## src/evfilt_consts.svh

```systemverilog
// evfilt_consts.svh: bit positions, reset values and masks of the two
// event qualifier registers.
// assumes: included by the package and the filter module by bare name.
`ifndef EVFILT_CONSTS_SVH
`define EVFILT_CONSTS_SVH

// ----------------------------------------------------------------------
// front-end qualifier layout
// ----------------------------------------------------------------------
`define FEQ_SEL_LSB 0
`define FEQ_SEL_MSB 7
`define FEQ_RUN_LSB 8
`define FEQ_RUN_MSB 19
`define FEQ_SLOT_LSB 20
`define FEQ_SLOT_MSB 22
`define FEQ_WMASK 64'h0000_0000_007f_ffff
`define FEQ_RESET 64'h0000_0000_0000_0000

// ----------------------------------------------------------------------
// front-end sub-event codes
// ----------------------------------------------------------------------
`define SUB_ANY_DECODE_MISS 8'h01
`define SUB_DECODE_STARVE 8'h11
`define SUB_L1I_MISS 8'h12
`define SUB_L2_MISS 8'h13
`define SUB_ITLB_MISS 8'h14
`define SUB_STLB_MISS 8'h15
`define SUB_QUEUE_GAP 8'h06
`define ALLOC_SLOTS 3'h4

// ----------------------------------------------------------------------
// off-core response filter layout
// ----------------------------------------------------------------------
`define OCR_DEMAND_LOAD 0
`define OCR_DEMAND_OWN 1
`define OCR_DEMAND_FETCH 2
`define OCR_OTHER 15
`define OCR_ANY 16
`define OCR_NO_SUPPLIER 17
`define OCR_L3_MOD 18
`define OCR_L3_EXC 19
`define OCR_L3_SHR 20
`define OCR_FOURTH_LEVEL_HIT 22
`define OCR_LOCAL_MEM 26
`define OCR_SUPER_LINE 30
`define OCR_SUP_MSB 29
`define OCR_SNOOP_LSB 31
`define OCR_SNOOP_MSB 37
`define OCR_WMASK 64'h0000_003f_c45f_8007
`define OCR_RESET 64'h0000_0000_0000_0000

`endif

```

## src/evfilt_pkg.sv

```systemverilog
// evfilt_pkg.sv: types shared by the event qualification logic.
// assumes: evfilt_consts.svh is on the include path.
`include "evfilt_consts.svh"

package evfilt_pkg;

   // register write port
   typedef struct packed {
      logic wr_fe;
      logic wr_ocr;
      logic [63:0] data;
   } reg_wr_s;

   // one retiring instruction with its front-end miss history
   typedef struct packed {
      logic valid;
      logic arch_path;
      logic fused_pair;
      logic [57:0] line;
      logic [7:0] miss_kind;
   } retire_s;

   // one off-core response
   typedef struct packed {
      logic valid;
      logic [2:0] req;
      logic req_other;
      logic [13:0] supplier;
      logic [6:0] snoop;
   } ocr_rsp_s;

   typedef enum logic [1:0] {
      GAP_IDLE = 2'b00,
      GAP_RUN = 2'b01,
      GAP_HIT = 2'b10
   } gap_state_e;

endpackage

```

## src/evfilt.sv

```systemverilog
// evfilt.sv: front-end retired and off-core response event qualifiers.
// assumes: one core clock; miss sources flag first miss per line/page;
// the general event select (c6h / 01h) is set by software elsewhere.
//
// Operation
// - low 8 bits of front-end qualifier select the counted sub-event
// - bits 19:8 give the minimum consecutive cycles of a read gap
// - bits 22:20 give the minimum empty slots per cycle
// - gap counted once a run reaches the cycle count with enough slots
// - empty slot: one of 4 unfilled slots in a cycle without stall
// - only first miss to a line or page counts as a true miss
// - only instructions retiring on the architectural path are counted
// - no second count on the last counted line; alternating lines each count again
// - an instruction straddling two lines is counted once
// - a multi-cycle allocation instruction counts its gaps once
// - a fused pair with misses yields a single count
// - misses outside a boundary go to the next retiring instruction
// - off-core filter: request 15:0, supplier 29:16, snoop 37:31
// - request bit 0 selects demand data reads
// - request bit 1 selects demand ownership reads
// - request bit 2 selects demand fetches and first-level prefetch
// - request bit 15 selects miscellaneous; bits 14:3 reserved
// - supplier bit 16 matches any response
// - bits 17..20 match no supplier and l3 modified/exclusive/shared
// - bit 22 fourth-level hit, 30 super line, 26 local memory
// - snoop bit 31 no details, bit 32 no snoop needed
// - bit 33 snoop missed all, bit 34 hit without forwarding
// - bit 35 forwarded from remote, bit 36 modified hit
// - bit 37 non-memory target address
`timescale 1ns/1ns
`default_nettype none
`include "evfilt_consts.svh"

module evfilt (
   input wire logic CLK_I,
   input wire logic RST_I,
   input wire evfilt_pkg::reg_wr_s WR_I,
   input wire logic [2:0] FILLED_SLOTS_I,
   input wire logic BACK_STALL_I,
   input wire evfilt_pkg::retire_s RETIRE_I,
   input wire evfilt_pkg::ocr_rsp_s OCR_RSP_I,
   output logic [63:0] FE_QUAL_O,
   output logic [63:0] OCR_FILT_O,
   output logic FE_EVENT_O,
   output logic OCR_MATCH_O
);

   // ----------------------------------------------------------------------
   // helpers
   // ----------------------------------------------------------------------
   // does a retired miss kind match the selected sub-event
   function automatic logic sub_match(input logic [7:0] sel,
                                      input logic [7:0] kind);
      logic m;
      m = 1'b0;
      if (sel == `SUB_ANY_DECODE_MISS) begin
         m = kind[0] | kind[1];
      end else if (sel == `SUB_DECODE_STARVE) begin
         m = kind[1];
      end else if (sel == `SUB_L1I_MISS) begin
         m = kind[2];
      end else if (sel == `SUB_L2_MISS) begin
         m = kind[3];
      end else if (sel == `SUB_ITLB_MISS) begin
         m = kind[4];
      end else if (sel == `SUB_STLB_MISS) begin
         m = kind[5];
      end
      return m;
   endfunction

   // empty slots in one cycle; a stalled cycle offers none
   function automatic logic [2:0] empty_count(input logic [2:0] filled,
                                              input logic stall);
      logic [2:0] n;
      n = 3'h0;
      if (!stall && filled < `ALLOC_SLOTS) begin
         n = `ALLOC_SLOTS - filled;
      end
      return n;
   endfunction

   // one more gap cycle reaches the programmed run length
   function automatic logic run_reaches(input logic [11:0] len,
                                        input logic [11:0] need);
      logic [12:0] next_len;
      next_len = {1'b0, len} + 13'h0001;
      return next_len >= {1'b0, need};
   endfunction

   // ----------------------------------------------------------------------
   // qualifier registers
   // ----------------------------------------------------------------------
   logic [63:0] fe_qual;
   logic [63:0] ocr_filt;

   // writes keep only defined fields; reserved bits are dropped at the
   // write so that neither the read-back nor the matching logic below
   // can ever see them, whatever software puts there
   always_ff @(posedge CLK_I or posedge RST_I) begin
      if (RST_I) begin
         fe_qual <= `FEQ_RESET;
      end else if (WR_I.wr_fe) begin
         fe_qual <= WR_I.data & `FEQ_WMASK;
      end
   end

   always_ff @(posedge CLK_I or posedge RST_I) begin
      if (RST_I) begin
         ocr_filt <= `OCR_RESET;
      end else if (WR_I.wr_ocr) begin
         ocr_filt <= WR_I.data & `OCR_WMASK;
      end
   end

   // read-back of the front-end qualifier, one cycle behind
   always_ff @(posedge CLK_I or posedge RST_I) begin
      if (RST_I) begin
         FE_QUAL_O <= `FEQ_RESET;
      end else begin
         FE_QUAL_O <= fe_qual;
      end
   end

   // read-back of the off-core filter, one cycle behind
   always_ff @(posedge CLK_I or posedge RST_I) begin
      if (RST_I) begin
         OCR_FILT_O <= `OCR_RESET;
      end else begin
         OCR_FILT_O <= ocr_filt;
      end
   end

   logic [7:0] sel;
   logic [11:0] run_need;
   logic [2:0] slot_need;
   assign sel = fe_qual[`FEQ_SEL_MSB:`FEQ_SEL_LSB];
   assign run_need = fe_qual[`FEQ_RUN_MSB:`FEQ_RUN_LSB];
   assign slot_need = fe_qual[`FEQ_SLOT_MSB:`FEQ_SLOT_LSB];

   // ----------------------------------------------------------------------
   // queue read-gap detection
   // ----------------------------------------------------------------------
   logic [2:0] empty_slots;
   logic gap_cycle;
   logic [11:0] run_len;
   logic run_done;
   evfilt_pkg::gap_state_e gap_state;
   // a run is a string of unstalled cycles that each leave enough slots
   // empty; stalled cycles are transparent. the run scores once when it
   // reaches the programmed length, also on its very first cycle when
   // the length is one or zero, and then waits in the hit state until
   // the run breaks. a new front-end setting restarts everything.

   // empty slots only count when the back end is not stalled
   assign empty_slots = empty_count(FILLED_SLOTS_I, BACK_STALL_I);
   assign gap_cycle = !BACK_STALL_I && empty_slots >= slot_need;
   // this cycle completes a run that has not scored yet
   assign run_done = gap_cycle && run_reaches(run_len, run_need) &&
                     (gap_state == evfilt_pkg::GAP_IDLE ||
                      gap_state == evfilt_pkg::GAP_RUN);

   // run tracking; a run scores at most once
   always_ff @(posedge CLK_I or posedge RST_I) begin
      if (RST_I) begin
         run_len <= 12'h000;
         gap_state <= evfilt_pkg::GAP_IDLE;
      end else if (WR_I.wr_fe) begin
         run_len <= 12'h000;
         gap_state <= evfilt_pkg::GAP_IDLE;
      end else if (BACK_STALL_I) begin
         run_len <= run_len; // stalled cycles neither extend nor break
      end else if (!gap_cycle) begin
         run_len <= 12'h000;
         gap_state <= evfilt_pkg::GAP_IDLE;
      end else begin
         unique case (gap_state)
            evfilt_pkg::GAP_IDLE,
            evfilt_pkg::GAP_RUN: begin
               if (run_reaches(run_len, run_need)) begin
                  gap_state <= evfilt_pkg::GAP_HIT;
               end else begin
                  gap_state <= evfilt_pkg::GAP_RUN;
               end
               run_len <= run_len + 12'h001;
            end
            evfilt_pkg::GAP_HIT: begin
               run_len <= run_len;
            end
            default: begin
               gap_state <= evfilt_pkg::GAP_IDLE;
            end
         endcase
      end
   end

   // a qualifying gap waits for the next retiring instruction
   logic gap_pending;
   always_ff @(posedge CLK_I or posedge RST_I) begin
      if (RST_I) begin
         gap_pending <= 1'b0;
      end else if (WR_I.wr_fe) begin
         gap_pending <= 1'b0; // stale gap never scores under new setting
      end else if (run_done) begin
         gap_pending <= 1'b1; // new gap wins over the retire
      end else if (RETIRE_I.valid && RETIRE_I.arch_path) begin
         gap_pending <= 1'b0;
      end
   end

   // ----------------------------------------------------------------------
   // front-end retired event
   // ----------------------------------------------------------------------
   logic [57:0] last_line;
   logic last_line_ok;
   logic miss_hit;
   logic fe_fire;

   // a miss counts on the retirement that carries it, once per cache
   // line: repeats on the line just counted are dropped until another
   // line counts or the qualifier is rewritten. the line memory holds a
   // single line, so alternating lines each count again.
   // miss kinds already carry first-miss only; outside-boundary misses
   // are folded into the next retirement by the source
   assign miss_hit = sub_match(sel, RETIRE_I.miss_kind);
   always_comb begin
      fe_fire = 1'b0;
      if (RETIRE_I.valid && RETIRE_I.arch_path) begin
         if (sel == `SUB_QUEUE_GAP) begin
            fe_fire = gap_pending;
         end else if (miss_hit) begin
            // one count per line, pairs and straddlers counted once
            fe_fire = !(last_line_ok && last_line == RETIRE_I.line);
         end
      end
   end

   // remember the last counted line
   always_ff @(posedge CLK_I or posedge RST_I) begin
      if (RST_I) begin
         last_line <= 58'h0;
         last_line_ok <= 1'b0;
      end else if (WR_I.wr_fe) begin
         last_line_ok <= 1'b0;
      end else if (fe_fire && sel != `SUB_QUEUE_GAP) begin
         last_line <= RETIRE_I.line;
         last_line_ok <= 1'b1;
      end
   end

   always_ff @(posedge CLK_I or posedge RST_I) begin
      if (RST_I) begin
         FE_EVENT_O <= 1'b0;
      end else begin
         FE_EVENT_O <= fe_fire;
      end
   end

   // ----------------------------------------------------------------------
   // off-core response matching
   // ----------------------------------------------------------------------
   // a response counts when it meets all three fields: one of its
   // request kinds is enabled, its supplier is enabled or the catch-all
   // is set, and its snoop outcome is enabled. a field left all zero
   // therefore matches nothing.
   logic req_ok;
   logic sup_ok;
   logic snp_ok;
   logic req_load;
   logic req_own;
   logic req_fetch;
   logic req_misc;
   logic sup_any;
   logic sup_none;
   logic sup_l3;
   logic sup_l4;
   logic sup_mem;
   logic snp_plain;
   logic snp_probe;
   logic snp_fwd;
   logic snp_far;
   logic [13:0] sup_sel;
   logic [6:0] snp_sel;

   // request type, one term per defined bit; bits 14:3 never get here
   assign req_load = ocr_filt[`OCR_DEMAND_LOAD] & OCR_RSP_I.req[0];
   assign req_own = ocr_filt[`OCR_DEMAND_OWN] & OCR_RSP_I.req[1];
   assign req_fetch = ocr_filt[`OCR_DEMAND_FETCH] & OCR_RSP_I.req[2];
   assign req_misc = ocr_filt[`OCR_OTHER] & OCR_RSP_I.req_other;
   assign req_ok = req_load | req_own | req_fetch | req_misc;

   // supplier field 29:16 lines up with the response's supplier bits;
   // the response carries no super-line flag, so bit 30 is read-back only
   assign sup_sel = ocr_filt[`OCR_SUP_MSB:`OCR_ANY];
   assign sup_any = sup_sel[0];
   assign sup_none = sup_sel[1] & OCR_RSP_I.supplier[1];
   assign sup_l3 = |(sup_sel[4:2] & OCR_RSP_I.supplier[4:2]);
   assign sup_l4 = sup_sel[6] & OCR_RSP_I.supplier[6];
   assign sup_mem = sup_sel[10] & OCR_RSP_I.supplier[10];
   assign sup_ok = sup_any | sup_none | sup_l3 | sup_l4 | sup_mem;

   // snoop bits 31..37 matched one to one
   assign snp_sel = ocr_filt[`OCR_SNOOP_MSB:`OCR_SNOOP_LSB];
   assign snp_plain = |(snp_sel[1:0] & OCR_RSP_I.snoop[1:0]);
   assign snp_probe = |(snp_sel[3:2] & OCR_RSP_I.snoop[3:2]);
   assign snp_fwd = |(snp_sel[5:4] & OCR_RSP_I.snoop[5:4]);
   assign snp_far = snp_sel[6] & OCR_RSP_I.snoop[6];
   assign snp_ok = snp_plain | snp_probe | snp_fwd | snp_far;

   always_ff @(posedge CLK_I or posedge RST_I) begin
      if (RST_I) begin
         OCR_MATCH_O <= 1'b0;
      end else begin
         OCR_MATCH_O <= OCR_RSP_I.valid && req_ok && sup_ok && snp_ok;
      end
   end

endmodule
`default_nettype wire

```

## config.mk

```make
export PLATFORM = sky130hd
export DESIGN_NAME = evfilt
export DESIGN_NICKNAME = d
export VERILOG_FILES = /design/src/evfilt_pkg.sv /design/src/evfilt.sv
export VERILOG_INCLUDE_DIRS = /design/src
export SDC_FILE = /design/constraint.sdc
export NUM_CORES = 1
export LEC_CHECK = 0
export BUFFER_PORTS_ARGS = -buffer_cell sky130_fd_sc_hd__buf_2
export CAP_MARGIN = 30
export CORE_MARGIN = 8
export CORE_UTILIZATION = 54
export DETAILED_ROUTE_END_ITERATION = 10
export HOLD_SLACK_MARGIN = 0.05
export PLACE_DENSITY = 0.95
export RECOVER_POWER = 50
export SYNTH_ARGS = -nofsm -noshare
export SYNTH_HDL_FRONTEND = slang
export SYNTH_SLANG_ARGS = --single-unit
```

## constraint.sdc

```tcl
create_clock -name CLK_I -period 14.5 [get_ports CLK_I]
set_input_delay 2.9 -clock CLK_I [delete_from_list [all_inputs] [get_ports CLK_I]]
set_output_delay 2.9 -clock CLK_I [all_outputs]
set_load 0.02 [all_outputs]
```

==> qor.tcl <==
set qor(route.detailed.drc) 0
set qor(final_net_count) 1043
set qor(detailedPlacementHpwl_mm) 14.5
set qor(grt_pass1_wl_mm) 28.9
set qor(post_synth_inst_count) 685
set qor(finalMaxSlewViolations) 138
set qor(drtAntennaViolNets) 0
set qor(synth_edf_count) 0
set qor(synth.ff_latch_count) 160
set qor(worstMarginPinSlew_ns) 3.77
set qor(synth_top_area_share_pct) 50.3
set qor(whs_endpoint) {FE_QUAL_O[12]$_DFF_PP0_}
set qor(effective_utilization_at_floorplan_pct) 54.9
set qor(floorplan.rows) 44
set qor(r2r.worst_path.cells) 10
set qor(vias) 5579
set qor(synth.largest_area_cell) {sky130_fd_sc_hd__dfrtp_1}
set qor(timing.setup.tns_ns) 0
set qor(combined_global_route_utilization_of_all_metal_layers_pct) 19.9
set qor(routabilityCongestion) 0.941
set qor(cts.reportedPaths.clkPinSlew_ns) 0.06
set qor(finalSetupViolations) 0
set qor(maxCapViolations) 2
set qor(crit_path_start) {RST_I}
set qor(seq_area_frac_synth_pct) 50.3
set qor(fin_total_pwr_mw) 1.09
set qor(failing_checks) {capacitance limit, slew limit}
set qor(worstSetupStartpointType) {input port}
set qor(layout_min_cycle_time_ns) 5.74
set qor(ff_latch_area_um2) 4000
set qor(final.hold.worst_slack_ns) 0.373
set qor(timing.critical_path.required_ns) 14.93
set qor(cp_top_delay_family) {buffers and inverters}
set qor(cellPowerDensity_nw_per_um2) 118
set qor(end_kind) {asynchronous set/reset pin}
set qor(timing.slew.headroom_pct) -152
set qor(fin_worst_skew_ns) 0.00923
set qor(synth_flop_cell) {sky130_fd_sc_hd__dfrtp_1}
set qor(worst-setup-path-type) {in -> async}
set qor(antenna_found_initial) 0
set qor(setup.reg_to_reg.worst_slack_ns) 11.46
set qor(die_h_um) 137
set qor(buffer_ports.inserted) 167
set qor(synth.top_cells.by_count) {160 x sky130_fd_sc_hd__dfrtp_1, 90 x sky130_fd_sc_hd__buf_4, 74 x sky130_fd_sc_hd__mux2_2, 54 x sky130_fd_sc_hd__nand2b_1, 32 x sky130_fd_sc_hd__xnor2_1}
set qor(clock-sinks) 160
set qor(post_cts_setup_buffers) 0
set qor(via_count_of_the_first_global_routing_pass) 5614
set qor(route.final.wire_length_mm) 19.2
set qor(fill_cells) 1111
set qor(critical_path.reg2reg.startpoint) {run_len[0]$_DFFE_PP0P_}
set qor(cp_max_fo) 89
set qor(power.ir.vdd_worst_mv) 0.133
set qor(async_reset_ff_share_pct) 100
set qor(post_synth.cell_area_avg_um2) 11.6
set qor(dr.pass1.iters) 5
set qor(final_hold_viol_count) 0
set qor(rsz0062_at_grt) {no}
set qor(yosys_warnings) 0
set qor(pin_count) 297
set qor(slowest_delay_ns) 2.10
set qor(synth_top_cells_by_area) {sky130_fd_sc_hd__dfrtp_1 50%, sky130_fd_sc_hd__mux2_2 10%, sky130_fd_sc_hd__buf_4 8.5%}
set qor(outcome) {complete, but fails checks}
set qor(post_cts_hold_buffer_count) 0
set qor(cts_root_buf) {sky130_fd_sc_hd__clkbuf_16}
set qor(maximum_clock_frequency_ghz) 0.174
set qor(min_path_type) {reg -> reg}
set qor(insertion_delay_ns) 0.42
set qor(netlist_area_um2) 7950
set qor(cts_resized) 0
set qor(die_area_um2) 18900
set qor(leakagePower_nw) 4.52
set qor(layout-drive-gt1-share_pct) 32.1
set qor(numCtsBuffers) 17
set qor(area_growth_syn_to_layout_pct) 15.4
set qor(fin_crit_sh_pct) 39.6
set qor(hold_depth) 0
set qor(drt-vias-per-instance) 5.28
set qor(worst_ep_arrival_time_ns) 6.16
set qor(grt_start_max_net_pins) 90
set qor(crit_slowest_cell) {sky130_fd_sc_hd__clkinvlp_2}
set qor(h-tree-depth) 4
set qor(synth_cell_type_count) 49
set qor(place_ws_ns) 8.90
set qor(yosys.cell_count.top_type) {sky130_fd_sc_hd__dfrtp_1}
set qor(crit-reg2reg-capture) {gap_state[1]$_DFFE_PP0P_}
set qor(hold_path.startpoint) {fe_qual[12]$_DFFE_PP0P_}
set qor(cts_tree) {done}
set qor(critPathBufInv) 3
set qor(chipWidth_um) 137
set qor(cp_cell_sequence) {buf_2, clkinvlp_2, buf_4}
set qor(multiInputGateArea_um2) 3420
set qor(global_route_congestion_overflow_total) 0
set qor(cts.path.max_buffers) 2
set qor(drt-initial-drc-count) 380
set qor(post_drt_wl_per_cell_um) 18.1
set qor(setup_ws_ns) 8.76
set qor(placeableCoreArea_um2) 14500
-- metal layers --
layer / vias up / share of wire (%) / track usage [%]
met4: 0 / 2.2 / 8.57
met2: 214 / 53 / 33.8
met1: 2756 / 38 / 23.7
li1: 2575 / - / -
met5: - / 0 / 0
met3: 34 / 6.3 / 4.81
-- how the worst max path moves through the flow --
stage                           endpoint  cells after the start
5_1_grt           fe_qual[5]$_DFFE_PP0P_                      3
6_report       last_line[44]$_DFFE_PP0P_                      3
3_5_place_dp      run_len[6]$_DFFE_PP0P_                     13
2_1_floorplan       FE_EVENT_O$_DFF_PP0_                      1
4_1_cts           run_len[6]$_DFFE_PP0P_                     13
3_3_place_gp      run_len[6]$_DFFE_PP0P_                     13
-- where the power goes --
group | internal (mW) | switching [mW]
Sequential | 0.481 | 0.0208
Clock | 0.238 | 0.186
Combinational | 0.0606 | 0.0990
-- cells in the final DEF (no fill, tap or decap), types with 3 or more instances in the layout --
cell / instances
sky130_fd_sc_hd__a21o_1: 6
sky130_fd_sc_hd__a21oi_1: 8
sky130_fd_sc_hd__a22o_1: 8
sky130_fd_sc_hd__a22oi_1: 3
sky130_fd_sc_hd__a2bb2oi_1: 3
sky130_fd_sc_hd__and3_1: 5
sky130_fd_sc_hd__buf_2: 156
sky130_fd_sc_hd__buf_4: 3
sky130_fd_sc_hd__clkbuf_1: 12
sky130_fd_sc_hd__clkbuf_16: 17
sky130_fd_sc_hd__clkinvlp_4: 6
sky130_fd_sc_hd__conb_1: 86
sky130_fd_sc_hd__dfrtp_1: 160
sky130_fd_sc_hd__ha_1: 18
sky130_fd_sc_hd__inv_1: 28
sky130_fd_sc_hd__inv_6: 5
sky130_fd_sc_hd__mux2_2: 74
sky130_fd_sc_hd__mux2_4: 10
sky130_fd_sc_hd__mux2i_1: 3
sky130_fd_sc_hd__nand2_1: 31
sky130_fd_sc_hd__nand2b_1: 54
sky130_fd_sc_hd__nand3_1: 13
sky130_fd_sc_hd__nand4_1: 30
sky130_fd_sc_hd__nor2_1: 10
sky130_fd_sc_hd__nor3_1: 8
sky130_fd_sc_hd__nor4_1: 11
sky130_fd_sc_hd__o2111ai_1: 4
sky130_fd_sc_hd__o21ai_0: 24
sky130_fd_sc_hd__o22ai_1: 4
sky130_fd_sc_hd__xnor2_1: 32
sky130_fd_sc_hd__xor2_1: 9
-- layout make-up --
type / instances / area share, %
flip-flops and latches: 160 / 43.6
well taps: 184 / 2.51
diodes: 1 / 0.0273
multi-input cells: 480 / 37.3
inverters: 29 / 1.20
repair buffers: 170 / 9.20
clock inverters: 14 / 1.45
clock buffers: 18 / 4.68
-- state kept, by name, indices dropped and copies added (netlist names) --
name	cells
OCR_MATCH_O	1
ocr_filt	19
FE_QUAL_O	23
run_len	12
last_line	58
OCR_FILT_O	19
gap_pending	1
last_line_ok	1
fe_qual	23
FE_EVENT_O	1
gap_state	2
-- logic make-up after synthesis --
logic type	synth area share (%)
AOI/OAI and AO/OA	6.62
muxes	12.7
xor gates and xnor gates	4.52
DFF	50.3
other	0.0472
and+or+nand+nor	12.3
adders and majority gates	2.83
buffers and inverters	10.6
-- stage by stage --
stage | std cells | utilization, % | cell area [µm²]
after global routing | 1055 | 63.4 | 9170
after global placement | 1023 | 59.6 | 8630
after floorplan | 770 | - | 8270
after CTS | 1055 | 63.5 | 9190
final | 1056 | 63.4 | 9180
after detailed placement | 1023 | 59.6 | 8630
(Power assumes the default switching activity.)
